**src/hw/etd0_params.svh**
```systemverilog
// offsets, field positions, reset values and sizes of the transmit descriptor engine
`ifndef ETD0_PARAMS_SVH
`define ETD0_PARAMS_SVH
`define ETD0_OFS_CTRL 8'h00
`define ETD0_OFS_BASE 8'h04
`define ETD0_OFS_STAT 8'h08
`define ETD0_OFS_CUR 8'h0c
`define ETD0_CTRL_RUN 0
`define ETD0_CTRL_POLL 1
`define ETD0_STAT_TXIRQ 0
`define ETD0_STAT_UNAVAIL 1
`define ETD0_BASE_RST 32'h0000_0000
`define ETD0_DESC_WORDS 8
`define ETD0_DESC_BYTES 32'h0000_0020
`define ETD0_B_OWN 31
`define ETD0_B_IRQ 30
`define ETD0_B_LAST 29
`define ETD0_B_FIRST 28
`define ETD0_B_NOCRC 27
`define ETD0_B_NOPAD 26
`define ETD0_B_STAMP 25
`define ETD0_B_CRCOVR 24
`define ETD0_F_CSUM_HI 23
`define ETD0_F_CSUM_LO 22
`define ETD0_B_WRAP 21
`define ETD0_B_CHAIN 20
`define ETD0_F_VLAN_HI 19
`define ETD0_F_VLAN_LO 18
`define ETD0_B_STAMPED 17
`define ETD0_B_ERRSUM 15
`define ETD0_ERR_MASK 32'h0001_7f06
`define ETD0_STATUS_MASK 32'h0001_ffff
`define ETD0_F_SIZE1_HI 12
`define ETD0_F_SIZE2_LO 16
`define ETD0_F_SIZE2_HI 28
`define ETD0_RESP_OKAY 2'b00
`define ETD0_RESP_DECERR 2'b11
`endif

```
**src/hw/etd0_pkg.sv**
```systemverilog
// types of the transmit descriptor engine
package etd0_pkg;
   typedef logic [7:0][31:0] etd0_desc_type;
   typedef enum logic [7:0] {
      ST_IDLE = 8'h01,
      ST_FETCH = 8'h02,
      ST_DESC = 8'h04,
      ST_SEG = 8'h08,
      ST_DRAIN = 8'h10,
      ST_FRAME = 8'h20,
      ST_WB = 8'h40,
      ST_SUSPEND = 8'h80
   } etd0_state_type;
   typedef struct packed {
      logic append_crc;
      logic pad_enable;
      logic crc_replace;
      logic stamp_req;
      logic [1:0] csum_sel;
      logic [1:0] vlan_action;
   } etd0_frame_ctl_type;
   typedef struct packed {
      logic first;
      logic last;
      logic [31:0] buf1_addr;
      logic [12:0] buf1_size;
      logic [31:0] buf2_addr;
      logic [12:0] buf2_size;
   } etd0_seg_type;
   typedef struct packed {
      logic [31:0] status;
      logic stamp_valid;
      logic [63:0] stamp;
   } etd0_done_type;
   typedef struct packed {
      logic [31:0] addr;
      logic [31:0] word0;
      logic stamp_en;
      logic [31:0] word2;
      logic [31:0] word3;
   } etd0_wb_type;
endpackage : etd0_pkg

```
**src/hw/etd0_top.sv**
```systemverilog
// transmit descriptor engine: fetch, decode, segment hand-off, status write-back
//
// Summary of operation
// - a descriptor is eight words, fetched together
// - own bit set: engine may process it
// - engine clears own after frame or buffers drained
// - irq_on_done plus last sets transmit interrupt status
// - first_buffer_flag starts a new frame
// - frame options taken only from first descriptor
// - skip_crc_append drops CRC, whether or not padding is inserted
// - padding clear pads short frames; CRC still follows skip_crc_append
// - tx_stamp_request on first asks for timestamp
// - crc_overwrite with skip_crc replaces last four bytes
// - checksum_offload_sel picks checksum insertion mode
// - ring_wrap_flag returns to list base address
// - chained_next_ptr uses second address as next
// - ring wrap wins over chaining
// - vlan_tag_action picks none, strip, insert, replace
// - last descriptor reports captured stamp, words 2-3
// - error_rollup is OR of the error bits
`timescale 1ns/10ps
`include "etd0_params.svh"
module etd0_top #(
   parameter int ADDR_W = 8
) (
   input wire logic mclk,
   input wire logic srst,
   input wire logic [ADDR_W-1:0] s_axi_awaddr,
   input wire logic s_axi_awvalid,
   output logic s_axi_awready,
   input wire logic [31:0] s_axi_wdata,
   input wire logic [3:0] s_axi_wstrb,
   input wire logic s_axi_wvalid,
   output logic s_axi_wready,
   output logic [1:0] s_axi_bresp,
   output logic s_axi_bvalid,
   input wire logic s_axi_bready,
   input wire logic [ADDR_W-1:0] s_axi_araddr,
   input wire logic s_axi_arvalid,
   output logic s_axi_arready,
   output logic [31:0] s_axi_rdata,
   output logic [1:0] s_axi_rresp,
   output logic s_axi_rvalid,
   input wire logic s_axi_rready,
   output logic fetch_valid,
   input wire logic fetch_ready,
   output logic [31:0] fetch_addr,
   input wire logic desc_valid,
   output logic desc_ready,
   input wire etd0_pkg::etd0_desc_type desc,
   output logic seg_valid,
   input wire logic seg_ready,
   output etd0_pkg::etd0_seg_type seg,
   output etd0_pkg::etd0_frame_ctl_type frame_ctl,
   input wire logic seg_done,
   input wire logic done_valid,
   output logic done_ready,
   input wire etd0_pkg::etd0_done_type done,
   output logic wb_valid,
   input wire logic wb_ready,
   output etd0_pkg::etd0_wb_type wb,
   output logic tx_irq_status
);
   import etd0_pkg::*;

   etd0_state_type state;
   logic run;
   logic poll;
   logic unavail;
   logic [31:0] base;
   logic [31:0] cur;
   logic [31:0] word0;
   logic [31:0] addr2;
   logic aw_got;
   logic w_got;
   logic [ADDR_W-1:0] aw_addr;
   logic [31:0] w_data;
   logic [3:0] w_strb;
   logic wr_fire;
   logic wr_ctrl;
   logic wr_base;
   logic wr_stat;
   logic wr_hit;
   logic [31:0] ctrl_new;
   logic set_unavail;
   logic set_irq;
   logic [31:0] next_word0;
   logic [31:0] next_cur;

   function automatic logic [31:0] strb_merge(input logic [31:0] old, input logic [31:0] val,
                                              input logic [3:0] strb);
      logic [31:0] res;
      res = old;
      for (int i = 0; i < 4; i++) begin
         if (strb[i]) begin
            res[i*8 +: 8] = val[i*8 +: 8];
         end
      end
      return res;
   endfunction : strb_merge

   function automatic logic is_reg(input logic [ADDR_W-1:0] a, input logic [7:0] ofs);
      return a == ADDR_W'(ofs);
   endfunction : is_reg

   // ---------------- register bus ----------------
   assign s_axi_awready = !aw_got && !s_axi_bvalid;
   assign s_axi_wready = !w_got && !s_axi_bvalid;
   assign s_axi_arready = !s_axi_rvalid;
   assign wr_fire = aw_got && w_got && !s_axi_bvalid;
   assign wr_ctrl = wr_fire && is_reg(aw_addr, `ETD0_OFS_CTRL);
   assign wr_base = wr_fire && is_reg(aw_addr, `ETD0_OFS_BASE);
   assign wr_stat = wr_fire && is_reg(aw_addr, `ETD0_OFS_STAT);
   assign wr_hit = wr_ctrl || wr_base || wr_stat || is_reg(aw_addr, `ETD0_OFS_CUR);
   assign ctrl_new = strb_merge({30'h0000_0000, 1'b0, run}, w_data, w_strb);

   always_ff @(posedge mclk) begin
      if (srst) begin
         aw_got <= 1'b0;
         aw_addr <= '0;
      end else if (s_axi_awvalid && s_axi_awready) begin
         aw_got <= 1'b1;
         aw_addr <= s_axi_awaddr;
      end else if (wr_fire) begin
         aw_got <= 1'b0;
      end
   end

   always_ff @(posedge mclk) begin
      if (srst) begin
         w_got <= 1'b0;
         w_data <= 32'h0000_0000;
         w_strb <= 4'h0;
      end else if (s_axi_wvalid && s_axi_wready) begin
         w_got <= 1'b1;
         w_data <= s_axi_wdata;
         w_strb <= s_axi_wstrb;
      end else if (wr_fire) begin
         w_got <= 1'b0;
      end
   end

   always_ff @(posedge mclk) begin
      if (srst) begin
         s_axi_bvalid <= 1'b0;
         s_axi_bresp <= `ETD0_RESP_OKAY;
      end else if (wr_fire) begin
         s_axi_bvalid <= 1'b1;
         s_axi_bresp <= wr_hit ? `ETD0_RESP_OKAY : `ETD0_RESP_DECERR;
      end else if (s_axi_bready) begin
         s_axi_bvalid <= 1'b0;
      end
   end

   always_ff @(posedge mclk) begin
      if (srst) begin
         s_axi_rvalid <= 1'b0;
         s_axi_rdata <= 32'h0000_0000;
         s_axi_rresp <= `ETD0_RESP_OKAY;
      end else if (s_axi_arvalid && s_axi_arready) begin
         s_axi_rvalid <= 1'b1;
         s_axi_rresp <= `ETD0_RESP_OKAY;
         if (is_reg(s_axi_araddr, `ETD0_OFS_CTRL)) begin
            s_axi_rdata <= {31'h0000_0000, run};
         end else if (is_reg(s_axi_araddr, `ETD0_OFS_BASE)) begin
            s_axi_rdata <= base;
         end else if (is_reg(s_axi_araddr, `ETD0_OFS_STAT)) begin
            s_axi_rdata <= {16'h0000, state, 6'h00, unavail, tx_irq_status};
         end else if (is_reg(s_axi_araddr, `ETD0_OFS_CUR)) begin
            s_axi_rdata <= cur;
         end else begin
            s_axi_rdata <= 32'h0000_0000;
            s_axi_rresp <= `ETD0_RESP_DECERR;
         end
      end else if (s_axi_rready) begin
         s_axi_rvalid <= 1'b0;
      end
   end

   always_ff @(posedge mclk) begin
      if (srst) begin
         run <= 1'b0;
         poll <= 1'b0;
      end else begin
         poll <= wr_ctrl && ctrl_new[`ETD0_CTRL_POLL];
         if (wr_ctrl) begin
            run <= ctrl_new[`ETD0_CTRL_RUN];
         end
      end
   end

   always_ff @(posedge mclk) begin
      if (srst) begin
         base <= `ETD0_BASE_RST;
      end else if (wr_base) begin
         base <= strb_merge(base, w_data, w_strb);
      end
   end

   // write-one-to-clear; a set in the same cycle wins
   always_ff @(posedge mclk) begin
      if (srst) begin
         tx_irq_status <= 1'b0;
         unavail <= 1'b0;
      end else begin
         if (set_irq) begin
            tx_irq_status <= 1'b1;
         end else if (wr_stat && w_strb[0] && w_data[`ETD0_STAT_TXIRQ]) begin
            tx_irq_status <= 1'b0;
         end
         if (set_unavail) begin
            unavail <= 1'b1;
         end else if (wr_stat && w_strb[0] && w_data[`ETD0_STAT_UNAVAIL]) begin
            unavail <= 1'b0;
         end
      end
   end

   // ---------------- descriptor engine ----------------
   assign fetch_valid = state == ST_FETCH;
   assign fetch_addr = cur;
   assign desc_ready = state == ST_DESC;
   assign seg_valid = state == ST_SEG;
   assign done_ready = state == ST_FRAME;
   assign wb_valid = state == ST_WB;
   assign set_unavail = desc_ready && desc_valid && !desc[0][`ETD0_B_OWN];
   assign set_irq = done_ready && done_valid && word0[`ETD0_B_LAST] && word0[`ETD0_B_IRQ];

   // status and own travel in one word so software never sees half an update
   always_comb begin
      next_word0 = word0 & ~`ETD0_STATUS_MASK;
      next_word0[`ETD0_B_OWN] = 1'b0;
      if (word0[`ETD0_B_LAST]) begin
         next_word0 = next_word0 | (done.status & `ETD0_STATUS_MASK);
         next_word0[`ETD0_B_STAMPED] = done.stamp_valid;
         next_word0[`ETD0_B_ERRSUM] = |(done.status & `ETD0_ERR_MASK);
      end
   end

   always_comb begin
      if (word0[`ETD0_B_WRAP]) begin
         next_cur = base;
      end else if (word0[`ETD0_B_CHAIN]) begin
         next_cur = addr2;
      end else begin
         next_cur = cur + `ETD0_DESC_BYTES;
      end
   end

   always_ff @(posedge mclk) begin
      if (srst) begin
         state <= ST_IDLE;
      end else begin
         case (state)
            ST_IDLE: begin
               if (run) begin
                  state <= ST_FETCH;
               end
            end
            ST_FETCH: begin
               if (fetch_ready) begin
                  state <= ST_DESC;
               end
            end
            ST_DESC: begin
               if (desc_valid) begin
                  state <= desc[0][`ETD0_B_OWN] ? ST_SEG : ST_SUSPEND;
               end
            end
            ST_SEG: begin
               if (seg_ready) begin
                  state <= ST_DRAIN;
               end
            end
            ST_DRAIN: begin
               if (seg_done) begin
                  state <= word0[`ETD0_B_LAST] ? ST_FRAME : ST_WB;
               end
            end
            ST_FRAME: begin
               if (done_valid) begin
                  state <= ST_WB;
               end
            end
            ST_WB: begin
               if (wb_ready) begin
                  state <= ST_IDLE;
               end
            end
            ST_SUSPEND: begin
               if (poll || !run) begin
                  state <= ST_IDLE;
               end
            end
            default: begin
               state <= ST_IDLE;
            end
         endcase
      end
   end

   // list pointer restarts at base on every run start
   always_ff @(posedge mclk) begin
      if (srst) begin
         cur <= `ETD0_BASE_RST;
      end else if (wr_ctrl && ctrl_new[`ETD0_CTRL_RUN] && !run) begin
         cur <= base;
      end else if (wb_valid && wb_ready) begin
         cur <= next_cur;
      end
   end

   // all eight words arrive in one beat; only 0..3 steer this engine
   always_ff @(posedge mclk) begin
      if (srst) begin
         word0 <= 32'h0000_0000;
         addr2 <= 32'h0000_0000;
         seg <= '0;
      end else if (desc_ready && desc_valid) begin
         word0 <= desc[0];
         addr2 <= desc[3];
         seg.first <= desc[0][`ETD0_B_FIRST];
         seg.last <= desc[0][`ETD0_B_LAST];
         seg.buf1_addr <= desc[2];
         seg.buf1_size <= desc[1][`ETD0_F_SIZE1_HI:0];
         seg.buf2_addr <= desc[0][`ETD0_B_CHAIN] ? 32'h0000_0000 : desc[3];
         seg.buf2_size <= desc[0][`ETD0_B_CHAIN] ? 13'h0000 : desc[1][`ETD0_F_SIZE2_HI:`ETD0_F_SIZE2_LO];
      end
   end

   // frame options held from the first segment for the whole frame
   always_ff @(posedge mclk) begin
      if (srst) begin
         frame_ctl <= '0;
      end else if (desc_ready && desc_valid && desc[0][`ETD0_B_OWN] && desc[0][`ETD0_B_FIRST]) begin
         frame_ctl.append_crc <= !desc[0][`ETD0_B_NOCRC];
         frame_ctl.pad_enable <= !desc[0][`ETD0_B_NOPAD];
         frame_ctl.crc_replace <= desc[0][`ETD0_B_CRCOVR] && desc[0][`ETD0_B_NOCRC];
         frame_ctl.stamp_req <= desc[0][`ETD0_B_STAMP];
         frame_ctl.csum_sel <= desc[0][`ETD0_F_CSUM_HI:`ETD0_F_CSUM_LO];
         frame_ctl.vlan_action <= desc[0][`ETD0_F_VLAN_HI:`ETD0_F_VLAN_LO];
      end
   end

   // write-back image; a non-last descriptor carries no stamp
   always_ff @(posedge mclk) begin
      if (srst) begin
         wb <= '0;
      end else if ((state == ST_DRAIN && seg_done && !word0[`ETD0_B_LAST]) || (done_ready && done_valid)) begin
         wb.addr <= cur;
         wb.word0 <= next_word0;
         wb.stamp_en <= word0[`ETD0_B_LAST] && done.stamp_valid;
         wb.word2 <= done.stamp[31:0];
         wb.word3 <= done.stamp[63:32];
      end
   end
endmodule : etd0_top

```
**config.mk**
```make
export PLATFORM = sky130hd
export DESIGN_NAME = etd0_top
export DESIGN_NICKNAME = d
export VERILOG_FILES = /design/src/hw/etd0_pkg.sv /design/src/hw/etd0_top.sv
export VERILOG_INCLUDE_DIRS = /design/src /design/src/hw
export SDC_FILE = /design/constraint.sdc
export NUM_CORES = 1
export LEC_CHECK = 0
export ABC_CLOCK_PERIOD_IN_PS = 2500
export BUFFER_PORTS_ARGS = -buffer_cell sky130_fd_sc_hd__buf_2
export CAP_MARGIN = 10
export CORE_AREA = 2 2 279 281
export CTS_CLUSTER_SIZE = 10
export DETAILED_ROUTE_END_ITERATION = 10
export DIE_AREA = 0 0 281 283
export GPL_ROUTABILITY_DRIVEN = 0
export PLACE_DENSITY = 0.43
export SKIP_CTS_REPAIR_TIMING = 1
export SLEW_MARGIN = 20
export SYNTH_ARGS = -nofsm -noshare
export SYNTH_HDL_FRONTEND = slang
export SYNTH_SLANG_ARGS = --single-unit
```
**constraint.sdc**
```tcl
create_clock -name mclk -period 2.5 [get_ports mclk]
set_input_delay 0.125 -clock mclk [delete_from_list [all_inputs] [get_ports mclk]]
set_output_delay 0.125 -clock mclk [all_outputs]
set_load 0.01 [all_outputs]
```
==> run summary, run 1 <==
Status - finished with violations
Failing checks - setup timing
Largest net degree at the start of global routing - 99
Clk root buf - clkbuf_16
Area of the multi-input gates - 7630 sq um
DIE HEIGHT - 283 um
Met2 GRT Util - 0.293
End of the worst hold path - state[1]$_SDFFE_PP0P_
Post-Place Setup Slack - -86.9 ps
DR pass1 iterations - 5
CP required - 3010 ps
Endpoint type of the worst setup path - flip-flop
Drt first-iter violations - 1047
Clock-pin slew on the worst setup and hold paths - 60 ps
FF-to-FF Start - state[0]$_SDFFE_PP1P_
Hold Path Cell Cnt - 4
Worst hold path class - input port to flip-flop
Final Max Slew Viols - 0
Post-synthesis sequential area ratio - 0.509
Fin crit share - 1.01
Synth Area in Simple Gates - 0.234
Vias in the first global route - 16300
Core area - 76700 sq um
Row count - 102
Via Count - 17800
H-tree Lvls - 2
GRT Util Overall - 0.173
Design area - 25600 sq um
Overflow after GRT - 0
R2R Setup Slk - -20 ps
F_max - 397 MHz
Buffers from clock root to sink, at most - 3
TritonCTS clock tree - yes
Worst slew pin tran - 772 ps
Syn_area_per_cell - 7.99 sq um
Slew HR - 0.485
Clock sinks - 430
Clock Latency Late Sink - 610 ps
Reg2reg end - word0[21]$_SDFFE_PP0N_
Startpoint types - flip-flop
VDD IR-drop max - 0.000528 V
Critical path class - flip-flop to flip-flop
Gr busiest metal - met2
Met3 Track Usage GR - 0.0516
Area Growth Syn to Fin - 51.3%
Placed inst area - 21100 sq um
Clk_skew - 24.9 ps
Routed WL - 74300 um
WP data arrival - 3030 ps
M1 GR Usage - 0.212
TNS Setup - -47.7 ps
Ys Warns - 0
Seq. cell area - 8610 sq um
Net count, final - 3300
Synth Area in Compound Gates - 0.181
PwrDens - 612 nW/um^2
Worst Path Max Fanout - 18
Detailed placer's ending HPWL - 54400 um
Final core occ - 0.334
Num CTS Buffers - 54
Most frequent cells in the layout - nand2_1, buf_2, dfxtp_1
DRC viols - 0
R2R depth - 7
Die area - 79500 sq um
Post-synthesis net count - 2536
Pleak - 10.2 nW
Fin Hold WS - 1.21 ps
Max cap viols - 0
Tmin final - 2520 ps
Yosys reg bits - 430
I/O Buffers - 557
Adder-cell area share of the yosys netlist - 0.000740
Wirelength per Cell - 18.8 um
Post-synthesis xor/xnor area fraction - 0.0129
Cell variety after synth - 60
Initial antenna violation count - 8
Mux contribution to synthesized area - 0.0102
Main combinational cell family by area after synthesis - simple AND/OR/NAND/NOR gates
RSZ-0062 raised after global routing - true
# setup viols final - 3
Chip width - 281 um
Most common cell after layout, fill and taps aside - nand2_1
Post-synth top flop - dfxtp_1
Final WS setup - -21.2 ps
Number of synthesized flops with an enable pin - 0
Post-Syn Area - 16900 sq um
Final ANT Viol Nets - 0
Fillers - 8178
Layout cells sized above 1 - 0.271
Via density - 4.50
I/O pin count - 726
Final Hold Fails - 0
Starting Density - 0.220
Mapped Cells - 2117
First-pass GRT wire length - 105000 um
Ys async rst share - 0
Worst Hold Launch - fetch_ready
==> routing by layer <==
layer | up-vias | part of all wire
li1 | 8692 | -
met1 | 8465 | 0.42
met2 | 530 | 0.48
met3 | 107 | 0.071
met4 | 6 | 0.023
met5 | - | 0.00042
==> synth_stat cells, types with 10 or more instances <==
| cell type | n | share of area |
|---|---|---|
| nand2_1 | 634 | 0.14 |
| a21oi_1 | 350 | 0.10 |
| buf_2 | 19 | 0.0056 |
| a22oi_1 | 51 | 0.023 |
| nand4_1 | 10 | 0.0037 |
| nand3b_1 | 49 | 0.022 |
| inv_1 | 24 | 0.0053 |
| clkbuf_1 | 127 | 0.028 |
| a22o_1 | 31 | 0.016 |
| a311oi_1 | 12 | 0.0062 |
| a211oi_1 | 17 | 0.0075 |
| o21ai_0 | 30 | 0.0089 |
| buf_4 | 20 | 0.0089 |
| dfxtp_1 | 430 | 0.51 |
| nand3_1 | 51 | 0.015 |
| xnor2_1 | 23 | 0.012 |
| nor2_1 | 116 | 0.026 |
==> cell type report <==
| type | instances | share of cell area |
|---|---|---|
| Antenna cell | 4 | 0.000391 |
| Clock buffer | 75 | 0.0590 |
| Clock inverter | 10 | 0.00704 |
| Inverter | 25 | 0.00367 |
| Multi-Input combinational cell | 1489 | 0.298 |
| Sequential cell | 430 | 0.336 |
| Tap cell | 1040 | 0.0509 |
| Timing Repair Buffer | 881 | 0.244 |
==> where the power goes <==
group          switching, W  internal [W]
Combinational      0.000506      0.000545
Clock               0.00308       0.00457
Sequential        0.0000499       0.00692
==> worst max path at each step <==
stage / from / endpoint / slack (ps) / depth (start not counted)
final: state[0]$_SDFFE_PP1P_ / word0[21]$_SDFFE_PP0N_ / -20 / 7
after global routing: state[0]$_SDFFE_PP1P_ / desc_ready / -110 / 5
after CTS: state[0]$_SDFFE_PP1P_ / word0[21]$_SDFFE_PP0N_ / -120 / 7
after detailed placement: state[0]$_SDFFE_PP1P_ / word0[21]$_SDFFE_PP0N_ / -90 / 7
after global placement: state[0]$_SDFFE_PP1P_ / word0[21]$_SDFFE_PP0N_ / -100 / 7
after floorplan: state[0]$_SDFFE_PP1P_ / wb[76]$_SDFFE_PP0P_ / 200 / 7
==> worst max-delay path: stages (launching register included) <==
cell     delay [ps]
dfxtp_1         310
or4_4           580
or4b_4          580
inv_2            80
and2_4          190
buf_4           250
nand2_1         180
a21oi_2         230
==> state kept, by name, summed over array words and instances (netlist names) <==
| signal | flops |
|---|---|
| w_got | 1 |
| fetch_addr | 32 |
| aw_addr | 8 |
| wb | 128 |
| tx_irq_status | 1 |
| w_strb | 4 |
| word0 | 14 |
| aw_got | 1 |
| state | 8 |
| s_axi_rresp | 1 |
| frame_ctl | 8 |
| s_axi_rdata | 32 |
| s_axi_bvalid | 1 |
| addr2 | 32 |
| s_axi_bresp | 1 |
| s_axi_rvalid | 1 |
| poll | 1 |
| w_data | 32 |
| seg | 90 |
| run | 1 |
| base | 32 |
| unavail | 1 |
==> stage by stage <==
stage	power (W)	instances
floorplan	0.00745	2117
global placement	0.00784	3618
detailed placement	0.00785	3618
CTS	0.0156	3703
global route	0.0163	3954
finish	0.0157	3954
==> cells by family (layout without fill, tap and decap cells) <==
kind of cell | Yosys count | in the layout
xor gates and xnor gates | 25 | 25
AOI/OAI and AO/OA | 526 | 526
and+or+nand+nor | 921 | 921
buffers and inverters | 198 | 991
other | 1 | 5
adders and majority gates | 1 | 1
DFF | 430 | 430
muxes | 15 | 15
(Power assumes the default switching activity.)
==> run 2: changes to the inputs <==
- RECOVER_POWER: not set -> 25
==> run 2 against run 1 <==
Effect of this change: combinational power about the same; core utilization is 0.25 points lower; worst hold slack got worse by 4.7 ps; register-to-register slack is essentially flat; wire length is 0.18% lower; clock skew about the same; highest routed layer unchanged; die area is the same; critical path type is now flip-flop to output pin; critical endpoint is now desc_ready; total power is essentially flat; non-clock buffer count is the same; via count shrank 0.34%; critical path depth is 2 lower; the run ends with hold timing, setup timing left; final area fell by 0.76%.
==> run summary, run 2 (synthesis results as in run 1) <==
R2R Setup Slk - -30 ps (about the same)
Initial antenna violation count - 8 (unchanged)
Final Hold Fails - 1 (+1)
Post-Place Setup Slack - -86.9 ps (unchanged)
Placed instance count - 3618 (unchanged)
Pleak - 9.49 nW (-6.7%)
Reg2reg end - word0[21]$_SDFFE_PP0N_
Crit path cell chain - or4_4 -> or4b_4 -> inv_2 -> buf_4 -> buf_6
Fin crit share - 1.01 (+0.00206)
Startpoint types - flip-flop
Final WS setup - -26.3 ps (-5.15 ps)
Fin Hold WS - -3.50 ps (-4.71 ps)
Num CTS Buffers - 54 (unchanged)
Failing checks - hold timing, setup timing
Core area - 76700 sq um (unchanged)
Buffers from clock root to sink, at most - 3 (unchanged)
F_max - 396 MHz (-0.20%)
Slew HR - 0.489 (+0.00352)
H-tree Lvls - 2 (unchanged)
Critical path class - flip-flop to output pin
PwrDens - 617 nW/um^2 (+0.72%)
Layout cells sized above 1 - 0.218 (-0.0533)
End of the worst hold path - state[1]$_SDFFE_PP0P_
Area Growth Syn to Fin - 50.2%
Final ANT Viol Nets - 0 (unchanged)
RSZ-0062 raised after global routing - true
I/O pin count - 726 (unchanged)
TNS Setup - -67.0 ps (-19.4 ps)
DIE HEIGHT - 283 um (unchanged)
Die area - 79500 sq um (unchanged)
Row count - 102 (unchanged)
Clock sinks - 430 (unchanged)
Largest net degree at the start of global routing - 99 (unchanged)
Via Count - 17700 (-0.34%)
Most frequent cells in the layout - nand2_1, dfxtp_1, buf_2
CP max stage cell - or4_4
TritonCTS clock tree - yes
Via density - 4.49 (-0.34%)
WP data arrival - 2400 ps (-630 ps)
Wirelength per Cell - 18.8 um (-0.18%)
Detailed placer's ending HPWL - 54400 um (unchanged)
Clock-pin slew on the worst setup and hold paths - 60 ps (about the same)
Max cap viols - 0 (unchanged)
Chip width - 281 um (unchanged)
I/O Buffers - 557 (unchanged)
Clk_skew - 25.4 ps (+0.497 ps)
Worst Hold Launch - fetch_ready
Overflow after GRT - 0 (unchanged)
Net count, final - 3300 (unchanged)
Fillers - 8228 (+0.61%)
Worst Path Max Fanout - 4 (-14)
CP delay by family, top - simple AND/OR/NAND/NOR gates
VDD IR-drop max - 0.000528 V (about the same)
DRC viols - 0 (unchanged)
Drt first-iter violations - 1160 (+11%)
Endpoint type of the worst setup path - output pin
DR pass1 iterations - 5 (unchanged)
Regs by FF count - wb (128), seg (90)
Hold Path Cell Cnt - 4 (unchanged)
Buf+Inv Stages, Crit Path - 3 (+1)
# setup viols final - 3 (unchanged)
Worst hold path class - input port to flip-flop
GRT Util Overall - 0.173 (unchanged)
Register bank with the most flops - wb
Placed inst area - 21100 sq um (unchanged)
CP required - 2380 ps (-630 ps)
FF-to-FF Start - state[0]$_SDFFE_PP1P_
Worst slew pin tran - 767 ps (-5.28 ps)
Starting Density - 0.220 (unchanged)
Max reg flops - 128 (unchanged)
Tmin final - 2530 ps (+5.15 ps)
Design area - 25400 sq um (-0.76%)
Routed WL - 74100 um (-0.18%)
Clock Latency Late Sink - 610 ps (about the same)
Final cell count without fillers - 3954 (unchanged)
R2R depth - 7 (unchanged)
Most common cell after layout, fill and taps aside - nand2_1
Status - finished with violations
Critical Path Max Stage Delay - 580 ps (about the same)
Final Max Slew Viols - 0 (unchanged)
Vias in the first global route - 16300 (unchanged)
Clk root buf - clkbuf_16
Crit path launch - state[0]$_SDFFE_PP1P_
First-pass GRT wire length - 105000 um (unchanged)
## run 2: changes by cell type in the layout (fill, tap and decap cells not counted)
cell,previous run,this run
and2_0,0,1
clkbuf_1,13,168
and2_1,3,2
buf_2,555,400
## run 2: worst reg2reg max path: stages (launching register included)
cell	delay (ps)
dfxtp_1	310
or4_4	580
or4b_4	580
inv_2	80
and2_4	190
buf_4	250
nand2_1	190
a21oi_2	230
## run 2: per-layer routing
| layer | track usage | part of all wire |
|---|---|---|
| met5 | 0 | 0.00046 |
| met3 | 0.0516 | 0.073 |
| met2 | 0.293 | 0.48 |
| met1 | 0.212 | 0.42 |
| met4 | 0.0473 | 0.024 |
## run 2: worst max path at each step
stage / endpoint / slack [ps] / cells past startpoint
floorplan: wb[76]$_SDFFE_PP0P_ / 200 / 7
global placement: word0[21]$_SDFFE_PP0N_ / -100 / 7
detailed placement: word0[21]$_SDFFE_PP0N_ / -90 / 7
CTS: word0[21]$_SDFFE_PP0N_ / -120 / 7
global route: desc_ready / -110 / 5
finish: desc_ready / -30 / 5
## run 2: per-stage QoR
| stage | util | total power, W |
|---|---|---|
| after global routing | 0.331 | 0.0163 |
| after global placement | 0.275 | 0.00784 |
| after floorplan | - | 0.00745 |
| after CTS | 0.297 | 0.0156 |
| after detailed placement | 0.275 | 0.00785 |
| final | 0.331 | 0.0157 |
## run 2: area by class of cell
| cell class | count | area [sq um] | area share |
|---|---|---|---|
| clock buffer | 75 | 1510 | 0.0595 |
| sequential | 430 | 8610 | 0.339 |
| multi-input combinational | 1489 | 7630 | 0.301 |
| antenna | 4 | 10.0 | 0.000394 |
| clock inverter | 10 | 180 | 0.00709 |
| tap | 1040 | 1300 | 0.0512 |
| timing repair buffer | 881 | 6050 | 0.238 |
| inverter | 25 | 93.8 | 0.00370 |
## run 2: report_power, final
part | total (W) | internal [W] | switching, W
Sequential | 0.00697 | 0.00692 | 0.0000499
Clock | 0.00765 | 0.00457 | 0.00308
Combinational | 0.00105 | 0.000545 | 0.000506
Total | 0.0157 | 0.0120 | 0.00363
